<file path="src/rtl/rsm_pkg.sv">
// rsm_pkg: constants and carrier types for the road switch monitor
// assumes measurements arrive already digitized in mV, ohm and mA
package rsm_pkg;
  localparam int unsigned CLK_HZ = 200_000_000;
  localparam int unsigned TICK_MS_DIV = CLK_HZ / 1000;
  localparam logic [15:0] OFFROAD_LO_MV = 16'd4700;
  localparam logic [15:0] OFFROAD_HI_MV = 16'd5300;
  localparam logic [15:0] ONROAD_MAX_MV = 16'd500;
  localparam logic [15:0] SUPPLY_NOM_MV = 16'd5000;
  localparam logic [15:0] RES_OPEN_MIN_OHM = 16'd200;
  localparam logic [15:0] RES_CLOSED_LO_OHM = 16'd20;
  localparam logic [15:0] RES_CLOSED_HI_OHM = 16'd70;
  localparam logic [15:0] RES_UNDEF_LO_OHM = 16'd100;
  localparam logic [15:0] OVERCURRENT_MA = 16'd2000;
  localparam int unsigned FAULT_TIME_MS = 100;
  localparam logic [7:0] CODE_ENABLE = 8'hFF;
  localparam logic [7:0] CODE_DISABLE = 8'h00;
  localparam int unsigned PULSE_PERIOD_MS = 10;
  localparam logic [15:0] PULSE_CURRENT_MA = 16'd50;
  localparam int unsigned CNT_W = 8;

  typedef enum logic [1:0] {RSM_POS_UNDEF, RSM_POS_OFF, RSM_POS_ON} rsm_pos_t;
  typedef enum logic [1:0] {RSM_VAR_NONE, RSM_VAR_COV, RSM_VAR_RES} rsm_var_t;

  typedef struct packed {
    logic valid;
    logic [15:0] volt_mv;
    logic [15:0] supply_mv;
    logic [15:0] res_ohm;
    logic [15:0] cur_ma;
  } rsm_meas_t;

  typedef struct packed {
    logic safe_req;
    logic cutoff_drive;
    logic test_pulse;
    logic bridge_enable;
    logic offroad;
  } rsm_out_t;
endpackage

</file>
<file path="src/rtl/rsm_timer.sv">
// rsm_timer: counts millisecond ticks while a fault condition holds
// assumes tick is a one-cycle pulse from the millisecond divider
`timescale 1ns/1ps
module rsm_timer import rsm_pkg::*; (
  input wire logic mclk,
  input wire logic arst_n,
  input wire logic tick,
  input wire logic cond,
  output logic expired
);
  typedef struct packed {
    logic [CNT_W-1:0] cnt;
    logic exp;
  } rsm_tmr_st_t;
  rsm_tmr_st_t st_ff, nxt_st;

  always_comb begin
    nxt_st = st_ff;
    if (!cond) begin
      nxt_st.cnt = '0; // restart on clear
      nxt_st.exp = 1'b0;
    end else if (tick) begin
      if (nxt_st.cnt > CNT_W'(FAULT_TIME_MS)) begin
        nxt_st.exp = 1'b1; // strictly longer than limit
      end else begin
        nxt_st.cnt = st_ff.cnt + CNT_W'(1);
      end
    end
  end

  always_ff @(posedge mclk or negedge arst_n) begin
    if (!arst_n) begin
      st_ff <= '0;
    end else begin
      st_ff <= nxt_st;
    end
  end

  assign expired = st_ff.exp;
endmodule // rsm_timer

</file>
<file path="src/rtl/rsm_top.sv">
// rsm_top: road switch monitor, classification and safe-state latch
// assumes digitized inputs with a valid strobe and static configuration codes
//
// Overview of operation
// - voltage strictly inside 4700..5300 mV is off-road
// - voltage below 500 mV is on-road
// - voltage outside both windows >100 ms faults
// - supply rail above nominal requests safe state
// - cut-off variant on-road: power off, test pulses
// - current build-up on test pulse faults
// - cut-off variant off-road: stop pulses, supply current
// - off-road current below half set-point faults
// - resistance >200 open, strictly inside 20..70 closed
// - resistance 100..200 for >100 ms faults
// - output current above 2 A faults
// - channel disagreement for >100 ms faults
// - relay channel resistance from output current
// - resistor variant bridge energized only off-road
// - resistance check disabled ignores resistance input
// - open voltage input reads as on-road
// - resistor variant selected by parameter codes
// - cut-off variant requires resistance check zero
`timescale 1ns/1ps
module rsm_top import rsm_pkg::*; (
  input wire logic mclk,
  input wire logic arst_n,
  input rsm_meas_t meas,
  input wire logic [15:0] cur_setpoint_ma,
  input wire logic [7:0] cutoff_valve_present,
  input wire logic [7:0] road_switch_present,
  input wire logic [7:0] res_check_code,
  output rsm_out_t outs,
  output rsm_pos_t voltage_side_switch,
  output rsm_pos_t relay_side_switch,
  output rsm_var_t variant
);
  typedef struct packed {
    logic [17:0] div;
    logic tick;
    logic [15:0] volt;
    logic [15:0] supply;
    logic [15:0] res;
    logic [15:0] cur;
    logic [3:0] pulse_ms;
    logic pulse;
    logic latch;
    logic fault_now;
    rsm_out_t prev_o;
    rsm_out_t o;
  } rsm_st_t;
  rsm_st_t st_ff, nxt_st;

  rsm_var_t var_sel;
  rsm_pos_t pos_v;
  rsm_pos_t pos_r;
  logic v_undef;
  logic r_undef;
  logic disagree;
  logic v_exp;
  logic r_exp;
  logic d_exp;
  logic mode_off;

  // divider must hold a full millisecond of clocks, so it is wider than the timers
  localparam logic [17:0] DIV_LAST = 18'(TICK_MS_DIV - 1);
  localparam logic [3:0] PULSE_LAST = 4'(PULSE_PERIOD_MS - 1);

  always_comb begin
    if (cutoff_valve_present == CODE_DISABLE && road_switch_present == CODE_ENABLE
        && res_check_code == CODE_ENABLE) begin
      var_sel = RSM_VAR_RES;
    end else if (cutoff_valve_present == CODE_ENABLE && road_switch_present == CODE_ENABLE
                 && res_check_code == CODE_DISABLE) begin
      var_sel = RSM_VAR_COV;
    end else begin
      var_sel = RSM_VAR_NONE;
    end
  end

  // reset value 0 mV reads as on-road, like the pulled-down open input
  always_comb begin
    if (st_ff.volt > OFFROAD_LO_MV && st_ff.volt < OFFROAD_HI_MV) begin
      pos_v = RSM_POS_OFF;
    end else if (st_ff.volt < ONROAD_MAX_MV) begin
      pos_v = RSM_POS_ON;
    end else begin
      pos_v = RSM_POS_UNDEF;
    end
  end

  // resistance comes from the high-side current measurement upstream
  always_comb begin
    if (st_ff.res > RES_OPEN_MIN_OHM) begin
      pos_r = RSM_POS_OFF;
    end else if (st_ff.res > RES_CLOSED_LO_OHM && st_ff.res < RES_CLOSED_HI_OHM) begin
      pos_r = RSM_POS_ON;
    end else begin
      pos_r = RSM_POS_UNDEF;
    end
  end

  // voltage input fault timed only when a variant is selected (cut-off or resistor)
  assign v_undef = (var_sel != RSM_VAR_NONE) && (pos_v == RSM_POS_UNDEF);
  assign r_undef = (var_sel == RSM_VAR_RES) && st_ff.res >= RES_UNDEF_LO_OHM
                   && st_ff.res <= RES_OPEN_MIN_OHM;
  assign disagree = (var_sel == RSM_VAR_RES) && (pos_v != pos_r);
  // fault_now also blocks drives so they drop in the same cycle safe_req rises
  assign mode_off = (pos_v == RSM_POS_OFF) && !st_ff.latch && !st_ff.fault_now;

  rsm_timer u_tmr_volt (
    .mclk(mclk),
    .arst_n(arst_n),
    .tick(st_ff.tick),
    .cond(v_undef),
    .expired(v_exp)
  );

  rsm_timer u_tmr_res (
    .mclk(mclk),
    .arst_n(arst_n),
    .tick(st_ff.tick),
    .cond(r_undef),
    .expired(r_exp)
  );

  rsm_timer u_tmr_xchk (
    .mclk(mclk),
    .arst_n(arst_n),
    .tick(st_ff.tick),
    .cond(disagree),
    .expired(d_exp)
  );

  always_comb begin
    nxt_st = st_ff;
    nxt_st.tick = 1'b0;
    if (st_ff.div == DIV_LAST) begin
      nxt_st.div = '0;
      nxt_st.tick = 1'b1;
    end else begin
      nxt_st.div = st_ff.div + 18'd1;
    end
    if (meas.valid) begin
      nxt_st.volt = meas.volt_mv;
      nxt_st.supply = meas.supply_mv;
      nxt_st.res = meas.res_ohm;
      nxt_st.cur = meas.cur_ma;
    end
    // pulse pattern: one ms high every period
    if (st_ff.tick) begin
      if (st_ff.pulse_ms == PULSE_LAST) begin
        nxt_st.pulse_ms = '0;
      end else begin
        nxt_st.pulse_ms = st_ff.pulse_ms + 4'd1;
      end
    end
    nxt_st.pulse = (st_ff.pulse_ms == 4'd0);
    nxt_st.fault_now = 1'b0;
    if (st_ff.supply > SUPPLY_NOM_MV) begin
      nxt_st.fault_now = 1'b1;
    end
    if (st_ff.cur > OVERCURRENT_MA) begin
      nxt_st.fault_now = 1'b1;
    end
    if (v_exp || r_exp || d_exp) begin
      nxt_st.fault_now = 1'b1;
    end
    if (var_sel == RSM_VAR_COV) begin
      // only pulses already on the wire count, so stale samples of supply phase are skipped
      // output must have stood a cycle, else the sample still shows the previous phase
      if (st_ff.o.test_pulse && st_ff.prev_o.test_pulse && st_ff.cur > PULSE_CURRENT_MA) begin
        nxt_st.fault_now = 1'b1;
      end
      if (st_ff.o.cutoff_drive && st_ff.prev_o.cutoff_drive && st_ff.cur < (cur_setpoint_ma >> 1)
          && pos_v == RSM_POS_OFF) begin
        nxt_st.fault_now = 1'b1;
      end
    end
    if (st_ff.fault_now) begin
      nxt_st.latch = 1'b1; // held until reset
    end
    nxt_st.prev_o = st_ff.o;
    nxt_st.o.safe_req = st_ff.latch || st_ff.fault_now;
    nxt_st.o.offroad = mode_off;
    nxt_st.o.cutoff_drive = (var_sel == RSM_VAR_COV) && mode_off;
    nxt_st.o.test_pulse = (var_sel == RSM_VAR_COV) && !mode_off && st_ff.pulse;
    nxt_st.o.bridge_enable = mode_off && (var_sel == RSM_VAR_RES ? pos_r == RSM_POS_OFF : 1'b1);
  end

  always_ff @(posedge mclk or negedge arst_n) begin
    if (!arst_n) begin
      st_ff <= '0;
    end else begin
      st_ff <= nxt_st;
    end
  end

  assign outs = st_ff.o;
  assign voltage_side_switch = pos_v;
  assign relay_side_switch = pos_r;
  assign variant = var_sel;
endmodule // rsm_top

</file>
<file path="config.mk">
export PLATFORM = sky130hd
export DESIGN_NAME = rsm_top
export DESIGN_NICKNAME = d
export VERILOG_FILES = /design/src/rtl/rsm_pkg.sv /design/src/rtl/rsm_timer.sv /design/src/rtl/rsm_top.sv
export SDC_FILE = /design/constraint.sdc
export NUM_CORES = 1
export LEC_CHECK = 0
export BUFFER_PORTS_ARGS = -buffer_cell sky130_fd_sc_hd__buf_4
export CAP_MARGIN = 20
export CORE_AREA = 4 4 110 123
export CTS_CLUSTER_DIAMETER = 80
export DETAILED_ROUTE_END_ITERATION = 16
export DIE_AREA = 0 0 114 127
export GPL_TIMING_DRIVEN = 0
export PLACE_DENSITY = 0.82
export RECOVER_POWER = 50
export SLEW_MARGIN = 10
export SYNTH_ARGS = -nofsm -noshare
export SYNTH_HDL_FRONTEND = slang
export SYNTH_SLANG_ARGS = --single-unit
</file>
<file path="constraint.sdc">
create_clock -name mclk -period 4.94 [get_ports mclk]
set_input_delay 0.741 -clock mclk [delete_from_list [all_inputs] [get_ports mclk]]
set_output_delay 0.741 -clock mclk [all_outputs]
set_load 0.005 [all_outputs]
</file>
# Word level (Yosys, flattened, before mapping)
# Cells that the tools add are included.
dict set report op_classes {
  add_sub_neg 5
  multipliers 0
  n_div 0
  n_lt_le_gt_ge 15
  eq_ne 19
  shift 0
  muxes 28
  bitwise 0
  reduce_logical 38
}
# operator n
set ops {}
lappend ops {{$mux 9} 6}
lappend ops {{$gt 16x13->1 const B} 2}
lappend ops {{$add 8x1->8 const B} 3}
lappend ops {{$eq 8x8->1 const B} 3}
lappend ops {{$gt 8x7->1 const B} 3}
lappend ops {{$mux 8} 3}
lappend ops {{$logic_and 1x1->1} 21}
lappend ops {{$add 18x1->18 const B} 1}
lappend ops {{$eq 18x18->1 const B} 1}
lappend ops {{$mux 18} 1}
lappend ops {{$ne 2x2->1 const B} 9}
lappend ops {{$ge 16x7->1 const B} 1}
lappend ops {{$gt 16x11->1 const B} 1}
lappend ops {{$gt 16x5->1 const B} 1}
lappend ops {{$gt 16x6->1 const B} 1}
lappend ops {{$gt 16x8->1 const B} 1}
lappend ops {{$le 16x8->1 const B} 1}
lappend ops {{$logic_not 8->1} 2}
lappend ops {{$lt 16x13->1 const B} 1}
lappend ops {{$lt 16x15->1} 1}
lappend ops {{$lt 16x7->1 const B} 1}
lappend ops {{$lt 16x9->1 const B} 1}
lappend ops {{$mux 1} 12}
lappend ops {{$reduce_and 2->1} 6}
lappend ops {{12 further kinds} 22}
dict set report totals {
  reg_bits 124
  latchBits 0
  ram_bits 0
  rom_bits 0
  out_inout_bits 11
  wordCells 128
  memories 0
}

# Longest topological paths before layout
# Gate-level depths: netlist of the first run.
dict set report depth {
  ltp_word 10
  depth_mapped 7
  ltp_nobuf 7
}

# Modules after synthesis
# From an unflattened synthesis of the first run, not the netlist that was laid out.
dict set report unflattened {
  hier_cells 525
  area_unflattened_um2 6120.9
}
# mod instances cells_each area_each_um2 seq_area_each_um2
set modules_own_cells {}
lappend modules_own_cells {rsm_top 1 381 4615.7 2427.3}
lappend modules_own_cells {rsm_timer 3 48 501.7 225.2}

# Least setup slack after synthesis of the first run
# Ideal clock, no wire load.
dict set report synth_path {
  path_type {in2out}
  startpoint {input road_switch_present[6]}
  endpoint {output variant[1]}
  arrival_time_ns 1.704
  path_slack_ns 2.495
  stages 5
  n_path_buf 1
  cell_sequence {nand4_1 > or2_2 > or2_2 > clkbuf_1 > inv_1}
}
dict set report synth_between {
  elab_chain_len 4
}
# item line
set synth_lines {}
lappend synth_lines {{start, declared} rsm_top.sv:30} ;# input wire logic [7:0] road_switch_present,
lappend synth_lines {{$eq 8x8->1} rsm_top.sv:69} ;# if (cutoff_valve_present == CODE_DISABLE && road_switch_present == CODE_ENABLE
lappend synth_lines {{$logic_and 1x1->1} rsm_top.sv:69}
lappend synth_lines {{$logic_and 1x1->1} rsm_top.sv:70} ;# && res_check_code == CODE_ENABLE) begin
lappend synth_lines {{$mux 2} rsm_top.sv:69}
lappend synth_lines {{end, declared} rsm_top.sv:35} ;# output rsm_var_t variant
# No other way between the ends.

# Worst setup path after layout of the first run
dict set report layout_path {
  startpoint {input cutoff_valve_present[1]}
  endpoint {output variant[1]}
}
dict set report layout_between {
  elab_chain_len 4
}
# item line
set layout_lines {}
lappend layout_lines {{start, declared} rsm_top.sv:29} ;# input wire logic [7:0] cutoff_valve_present,
lappend layout_lines {{$logic_not 8->1} rsm_top.sv:69}
lappend layout_lines {{$logic_and 1x1->1} rsm_top.sv:69}
lappend layout_lines {{$logic_and 1x1->1} rsm_top.sv:70}
lappend layout_lines {{$mux 2} rsm_top.sv:69}
# No other way between the ends.

==> flow_summary.rst, run 1 <==
.. list-table::
   :header-rows: 1

   * - Metric
     - Value
   * - Final clock skew
     - 4.01 ps
   * - H-tree levels
     - 4
   * - Die height
     - 127 microns
   * - Fin. max-slew vios
     - 34
   * - Simple-gate area share of the yosys netlist
     - 14.7%
   * - Starting density of the core
     - 48.7%
   * - Routed length per instance
     - 17.5 microns
   * - Area share of fa/ha/maj cells after synthesis
     - 4.36%
   * - Hold violation total from the final report
     - 0
   * - Critical path peak fanout
     - 10
   * - Number of DRC markers in iteration 0
     - 323
   * - Most used cells in the layout excluding fill and tap cells
     - dfrtp_1 (124), buf_4 (119), mux2_2 (63)
   * - Shortest period the worst path allows
     - 3020 ps
   * - Type of element launching the critical path
     - input port
   * - Synthesized flop and latch total
     - 124
   * - Global-route wire length before repair
     - 23,500 microns
   * - Post-synthesis average cell area
     - 11.5 sq um
   * - Worst path bufs/invs
     - 4
   * - Synth Warn #
     - 0
   * - Worst IR Drop VDD
     - 0.239 mV
   * - Setup crit end kind
     - output port
   * - Count of different cell masters after synthesis
     - 58
   * - Post-layout total power
     - 2.65 mW
   * - Violated checks
     - max-capacitance violations, max-slew violations
   * - Type of the worst min-delay path
     - reg2reg
   * - Worst EP required
     - 4200 ps
   * - Count of filler cells inserted in the layout
     - 926
   * - Post-Synthesis Cells
     - 523
   * - FMAX
     - 331 MHz
   * - Multi-input combinational cell area
     - 2690 sq um
   * - Family of cells with the greatest summed delay on the critical path
     - simple AND/OR/NAND/NOR gates
   * - Vias in the first global route
     - 5,001
   * - Total negative setup slack
     - 0 ps
   * - Post-detailed-route via-to-cell ratio
     - 5.65
   * - Site Rows
     - 43
   * - Total number of vias
     - 4,682
   * - Most common cell after layout, fill and taps aside
     - dfrtp_1
   * - FF+latch area
     - 3100 sq um
   * - Part of the Yosys area used for sequential elements
     - 51.5%
   * - Critical Path AT
     - 2280 ps
   * - CTS Hold Buffers Added
     - 0
   * - Post-DRT Antenna Nets
     - 0
   * - Port-buffer cells
     - 115
   * - Start-to-end type of the worst setup path
     - in2out
   * - Peak per-stage delay on the critical path
     - 370 ps
   * - Post-synth net total
     - 651
   * - Xor-xnor portion of the synthesized cell area
     - 4.75%
   * - Switching share of power
     - 21.9%
   * - Share of the cycle needed by the critical path after routing
     - 61.2%
   * - Number of diodes added for antenna fixing
     - 0
   * - CP most frequent cell
     - buf_4
   * - Total of cells resized after clock tree synthesis
     - 0
   * - Clk network pwr share
     - 49.1%
   * - Leading register cell type out of synthesis
     - dfrtp_1
   * - Post-synth EDFFs
     - 0
   * - Routability congestion estimate
     - 0.888
   * - Relative area change from synthesis to final layout
     - 28.4%
   * - Num ports
     - 118
   * - # Max-Cap Violations
     - 1
   * - Count of nets after finishing
     - 786
   * - Internal power summed over all cells
     - 2.07 mW
   * - Headroom to the max-slew limit
     - -26.9%
   * - Flop pwr share
     - 42.3%
   * - Total detailed-routing wirelength
     - 14,500 microns
   * - Die Span X
     - 114 microns
   * - First drt pass iteration count
     - 5
   * - HPWL after detailed placement
     - 10,500 microns
   * - Switching power of the nets
     - 0.579 mW
   * - Slew at the pin closest to its max-slew limit
     - 1900 ps
   * - Longest Clk Path Bufs
     - 2
   * - Area of the core
     - 12,400 sq um
   * - Setup repair after global routing missed its margin
     - false
   * - Portion of netlist area occupied by mux cells
     - 12.3%
   * - Number of buffers added by the clock tree synthesis step
     - 17
   * - Total die area
     - 14,500 sq um
   * - # Post-CTS Setup Buffers
     - 0
   * - Dominant combinational cell family by area after synthesis
     - simple AND/OR/NAND/NOR gates
   * - Initial antenna violation count
     - 0
   * - Netlist area before placement
     - 6030 sq um
   * - Count of unresolved DRC violations after routing
     - 0
   * - Maximum number of pins on one net before global-route repair
     - 92
   * - Buffer type at the clock tree root
     - clkbuf_16
   * - Layout cell share with drive strength beyond 1
     - 34.0%
   * - Pwr per Cell Area
     - 342 nW/um^2
   * - Clock tree sinks
     - 124
   * - Global routing usage summed across all routing layers
     - 20.3%
   * - Leakage power figure
     - 3.43 nW
   * - Area fraction in compound gates after synthesis
     - 8.51%
   * - Run status
     - finished, violations left
   * - Aggregate global routing overflow
     - 0
   * - Combinational power share
     - 8.6%
   * - Critical path's slowest cell
     - or2_2
   * - Clock edge transition at the registers on the reported setup and hold paths
     - 50 ps
   * - TritonCTS clock tree
     - done
   * - Synth async-reset ratio
     - 100%
   * - Clock latency of the later-clocked register in the worst-skew pair
     - 410 ps
   * - Final-report setup violation count
     - 0
   * - Critical path cell sequence
     - buf_4, nor4_1, nand4_1, or2_2, clkbuf_1, inv_1, buf_4
-- path summary, 6_finish.rpt --
path,start,slack (ps),endpoint,cells after the start
worst max-delay path,cutoff_valve_present[1],1920,variant[1],7
worst min-delay path,outs[2],410,st_ff[7],0
worst max register to register,u_tmr_xchk.st_ff[1],2730,u_tmr_xchk.st_ff[6],7
worst min register to register,outs[2],410,st_ff[7],0
max in group asynchronous,arst_n,2900,st_ff[42],2
min in group asynchronous,arst_n,850,st_ff[95],1
-- layer usage --
layer / routed length (microns) / up-vias / global-route usage [%]
met5: 0 / - / 0
met4: 311 / 0 / 7.76
met3: 940 / 32 / 4.97
met2: 7690 / 187 / 36.5
met1: 5520 / 2314 / 23.2
li1: - / 2149 / -
-- flip-flops by register name (all words and copies together), names as in the netlist --
register	cells
u_tmr_res.st_ff	8
u_tmr_res.expired	1
u_tmr_xchk.expired	1
u_tmr_xchk.st_ff	8
u_tmr_volt.st_ff	8
outs	5
u_tmr_volt.expired	1
st_ff	92
-- through the flow --
step                      std cells  worst slack, ps  util (%)  instance area, sq um  hold WS [ps]
after global routing            828             1750      62.5                  7740           419
final                           828             1920      62.5                  7740           414
after CTS                       828             1930      62.6                  7740           210
after floorplan                 523             2500         -                  6030           368
after detailed placement        796             1950      57.5                  7120           400
after global placement          795             1990      57.3                  7090           393
-- cells by family (layout without fill, tap and decap cells) --
logic type | after synthesis | in the layout
buffers and inverters | 58 | 206
muxes | 66 | 66
AOI/OAI and AO/OA | 67 | 67
adders and majority gates | 21 | 21
xor gates and xnor gates | 31 | 31
and+or+nand+nor | 156 | 156
DFF | 124 | 124
-- power groups by stage --
| stage | combinational [mW] | clock (mW) | sequential, mW |
|---|---|---|---|
| after floorplan | 0.115 | 0 | 1.12 |
| after global placement | 0.214 | 0 | 1.13 |
| after detailed placement | 0.228 | 0 | 1.13 |
| after CTS | 0.232 | 1.31 | 1.12 |
| after global routing | 0.251 | 1.36 | 1.13 |
| final | 0.228 | 1.30 | 1.12 |
-- cells in the mapped netlist, types with 4 or more instances --
cell | number | area share, %
nand2_1 | 19 | 1.2
nor4_1 | 7 | 0.73
and3_1 | 6 | 0.62
buf_4 | 5 | 0.62
xnor2_1 | 17 | 2.5
xor2_1 | 12 | 1.7
clkbuf_1 | 12 | 0.75
nor2b_1 | 7 | 0.73
nor4b_1 | 5 | 0.73
inv_1 | 40 | 2.5
nor2_1 | 36 | 2.2
o21ai_0 | 14 | 1.2
and2_1 | 4 | 0.42
dfrtp_1 | 124 | 51
nand4_1 | 16 | 1.7
a21oi_1 | 10 | 0.83
nand3_1 | 14 | 1.2
nor4bb_1 | 5 | 0.83
nor3_1 | 15 | 1.2
mux2_2 | 63 | 12
a211oi_1 | 6 | 0.75
ha_1 | 21 | 4.4
-- area by class of cell --
type,count,area share [%]
Sequential cell,124,40.1
Multi-Input combinational cell,341,34.7
Timing Repair Buffer,116,11.5
Clock buffer,20,5.90
Tap cell,157,2.54
Clock inverter,12,2.18
Inverter,40,1.94
Buffer,18,1.13
Power figures use the tool's default switching activity.
==> inputs of run 2 (changes only) <==
ABC_AREA = 1   (was default)
CORE_AREA = 4 4 113 126   (was 4 4 110 123)
DIE_AREA = 0 0 117 130   (was 0 0 114 127)
clock period = 2.95 ns   (was 4.94 ns; I/O delays follow)
==> flow_summary.rst, run 2 <==
.. list-table::
   :header-rows: 1

   * - Metric
     - Value
   * - Max FFs per register
     - 92
   * - Post-Synthesis Cells
     - 756
   * - CTS Hold Buffers Added
     - 0
   * - Final-report setup violation count
     - 0
   * - Post-synth EDFFs
     - 0
   * - Most flop-heavy register
     - st_ff
   * - Longest Clk Path Bufs
     - 2
   * - Count of filler cells inserted in the layout
     - 1,031
   * - Post-synth net total
     - 884
   * - Share of Yosys cell area claimed by the top area cell type
     - 48.6%
   * - Total die area
     - 15,200 sq um
   * - Site Rows
     - 44
   * - Critical Path AT
     - 1670 ps
   * - Worst EP required
     - 2510 ps
   * - Post-synthesis average cell area
     - 8.44 sq um
   * - Relative area change from synthesis to final layout
     - 26.3%
   * - Vias in the first global route
     - 5,496
   * - Netlist area before placement
     - 6380 sq um
   * - Headroom to the max-slew limit
     - 0.0404%
   * - Leakage power figure
     - 4.05 nW
   * - Layout cell share with drive strength beyond 1
     - 22.6%
   * - Commonest cells post-synth
     - nand2_1 (144), inv_1 (128), dfrtp_1 (124), nor2_1 (74), o21ai_0 (51)
   * - Die Span X
     - 117 microns
   * - Most used cells in the layout excluding fill and tap cells
     - nand2_1 (144), inv_1 (128), dfrtp_1 (124)
   * - Setup crit end kind
     - output port
   * - Worst Min Path Start
     - meas[37]
   * - Synth Warn #
     - 0
   * - Starting density of the core
     - 49.1%
   * - Aggregate global routing overflow
     - 0
   * - Area leader, netlist
     - dfrtp_1
   * - Worst IR Drop VDD
     - 0.460 mV
   * - Final design instance area without fill
     - 8060 sq um
   * - Pwr per Cell Area
     - 543 nW/um^2
   * - Final clock skew
     - 6.70 ps
   * - Hold violation total from the final report
     - 0
   * - Worst reg2reg path endpoint
     - u_tmr_volt.st_ff[7]
   * - Run status
     - finished, violations left
   * - Total cell area at the placement stage
     - 7480 sq um
   * - Area of the core
     - 13,000 sq um
   * - Slew at the pin closest to its max-slew limit
     - 1500 ps
   * - Share of the cycle needed by the critical path after routing
     - 71.5%
   * - Count of nets after finishing
     - 1,019
   * - Synth async-reset ratio
     - 100%
   * - # Post-CTS Setup Buffers
     - 0
   * - Start-to-end type of the worst setup path
     - reg2out
   * - Setup repair after global routing missed its margin
     - false
   * - WHS Endpoint
     - st_ff[54]
   * - Startpoint of the worst-slack reg-to-reg timing path
     - u_tmr_volt.st_ff[1]
   * - Synthesized flop and latch total
     - 124
   * - Routability congestion estimate
     - 0.875
   * - TritonCTS clock tree
     - done
   * - Cell types with the largest area share after synthesis
     - dfrtp_1 (49%), nand2_1 (8.5%), inv_1 (7.5%)
   * - HPWL after detailed placement
     - 10,900 microns
   * - Worst Hold Margin
     - 232 ps
   * - Fin. max-slew vios
     - 0
   * - Global-route wire length before repair
     - 24,400 microns
   * - Number of buffers added by the clock tree synthesis step
     - 17
   * - Total negative setup slack
     - 0 ps
   * - Num ports
     - 118
   * - Total number of vias
     - 5,453
   * - Post-detailed-route via-to-cell ratio
     - 5.13
   * - Routed length per instance
     - 14.0 microns
   * - Type of the worst min-delay path
     - in2reg
   * - Min-Delay Path Depth
     - 3
   * - Clock tree sinks
     - 124
   * - Count of different cell masters after synthesis
     - 42
   * - Leading register cell type out of synthesis
     - dfrtp_1
   * - FMAX
     - 474 MHz
   * - Violated checks
     - max-capacitance violations
   * - Most common cell after layout, fill and taps aside
     - nand2_1
   * - First drt pass iteration count
     - 5
   * - Initial antenna violation count
     - 0
   * - Total of cells resized after clock tree synthesis
     - 0
   * - Global routing usage summed across all routing layers
     - 20.3%
   * - Clock latency of the later-clocked register in the worst-skew pair
     - 420 ps
   * - Post-layout total power
     - 4.38 mW
   * - Maximum number of pins on one net before global-route repair
     - 64
   * - # Max-Cap Violations
     - 1
   * - Part of the Yosys area used for sequential elements
     - 48.6%
   * - Die height
     - 130 microns
   * - Count of unresolved DRC violations after routing
     - 0
   * - Port-buffer cells
     - 115
   * - Critical path peak fanout
     - 4
   * - Number of DRC markers in iteration 0
     - 344
   * - Total detailed-routing wirelength
     - 14,900 microns
   * - Number of cells on the worst reg-to-reg path
     - 10
   * - Number of diodes added for antenna fixing
     - 0
   * - Post-DRT Antenna Nets
     - 0
   * - Most frequent cell after synthesis
     - nand2_1
   * - H-tree levels
     - 4
   * - Shortest period the worst path allows
     - 2110 ps
   * - Type of element launching the critical path
     - register
   * - Clock edge transition at the registers on the reported setup and hold paths
     - 60 ps
   * - Buffer type at the clock tree root
     - clkbuf_16
   * - Worst setup slack for register-to-register paths
     - 1020 ps
[run 2: where the power goes]
part | switching [mW] | internal [mW]
sequential | 0.0535 | 1.78
combinational | 0.215 | 0.195
clock | 0.747 | 1.39
total | 1.02 | 3.36
[run 2: critical path: stages (launching register included)]
cell and delay (ps):
dfrtp_1 410, nor2_2 160, nand3_1 90, o22ai_1 190, nand2_1 70, nor2_1 180
buf_4 140
[run 2: worst max-delay path by stage]
stage | from | endpoint | slack [ps] | cells after the start
final | st_ff[37] | relay_side_switch[1] | 840 | 6
after global routing | arst_n | st_ff[79] | 400 | 2
after CTS | st_ff[37] | relay_side_switch[1] | 830 | 6
after detailed placement | res_check_code[1] | variant[0] | 930 | 6
after global placement | res_check_code[1] | variant[0] | 940 | 6
after floorplan | u_tmr_volt.st_ff[1] | u_tmr_volt.st_ff[8] | 1360 | 9
[run 2: per-layer routing]
metal / share of wire (%) / track usage (%) / vias up
met5: 0 / 0 / -
met4: 2.1 / 7.29 / 0
met3: 5.2 / 3.80 / 32
met2: 51 / 35.7 / 145
met1: 42 / 24.8 / 2583
li1: - / - / 2693
[run 2: metrics by stage]
step	instances	utilization [%]	setup WS (ps)
after floorplan	756	-	1360
after global placement	1032	57.3	938
after detailed placement	1033	57.6	934
after CTS	1064	62.2	827
after global routing	1064	62.0	405
final	1064	62.0	841
[run 2: kinds of logic (layout without fill, tap and decap cells)]
group / count (synthesis) / count (layout) / synth area share [%]
compound gates: 98 / 98 / 8.43
buf+inv: 149 / 296 / 9.06
flops: 124 / 124 / 48.6
mux: 23 / 23 / 4.06
fa+ha+maj: 21 / 21 / 4.12
simple gates: 321 / 321 / 23.0
xor+xnor: 20 / 20 / 2.74
[run 2: cell type report]
type	instances	area, sq um	area share [%]
Sequential cell	124	3100	38.5
Inverter	131	492	6.10
Clock inverter	11	141	1.75
Tap cell	161	201	2.50
Clock buffer	20	467	5.79
Timing Repair Buffer	116	868	10.8
Multi-Input combinational cell	483	2700	33.5
Buffer	18	86.3	1.07
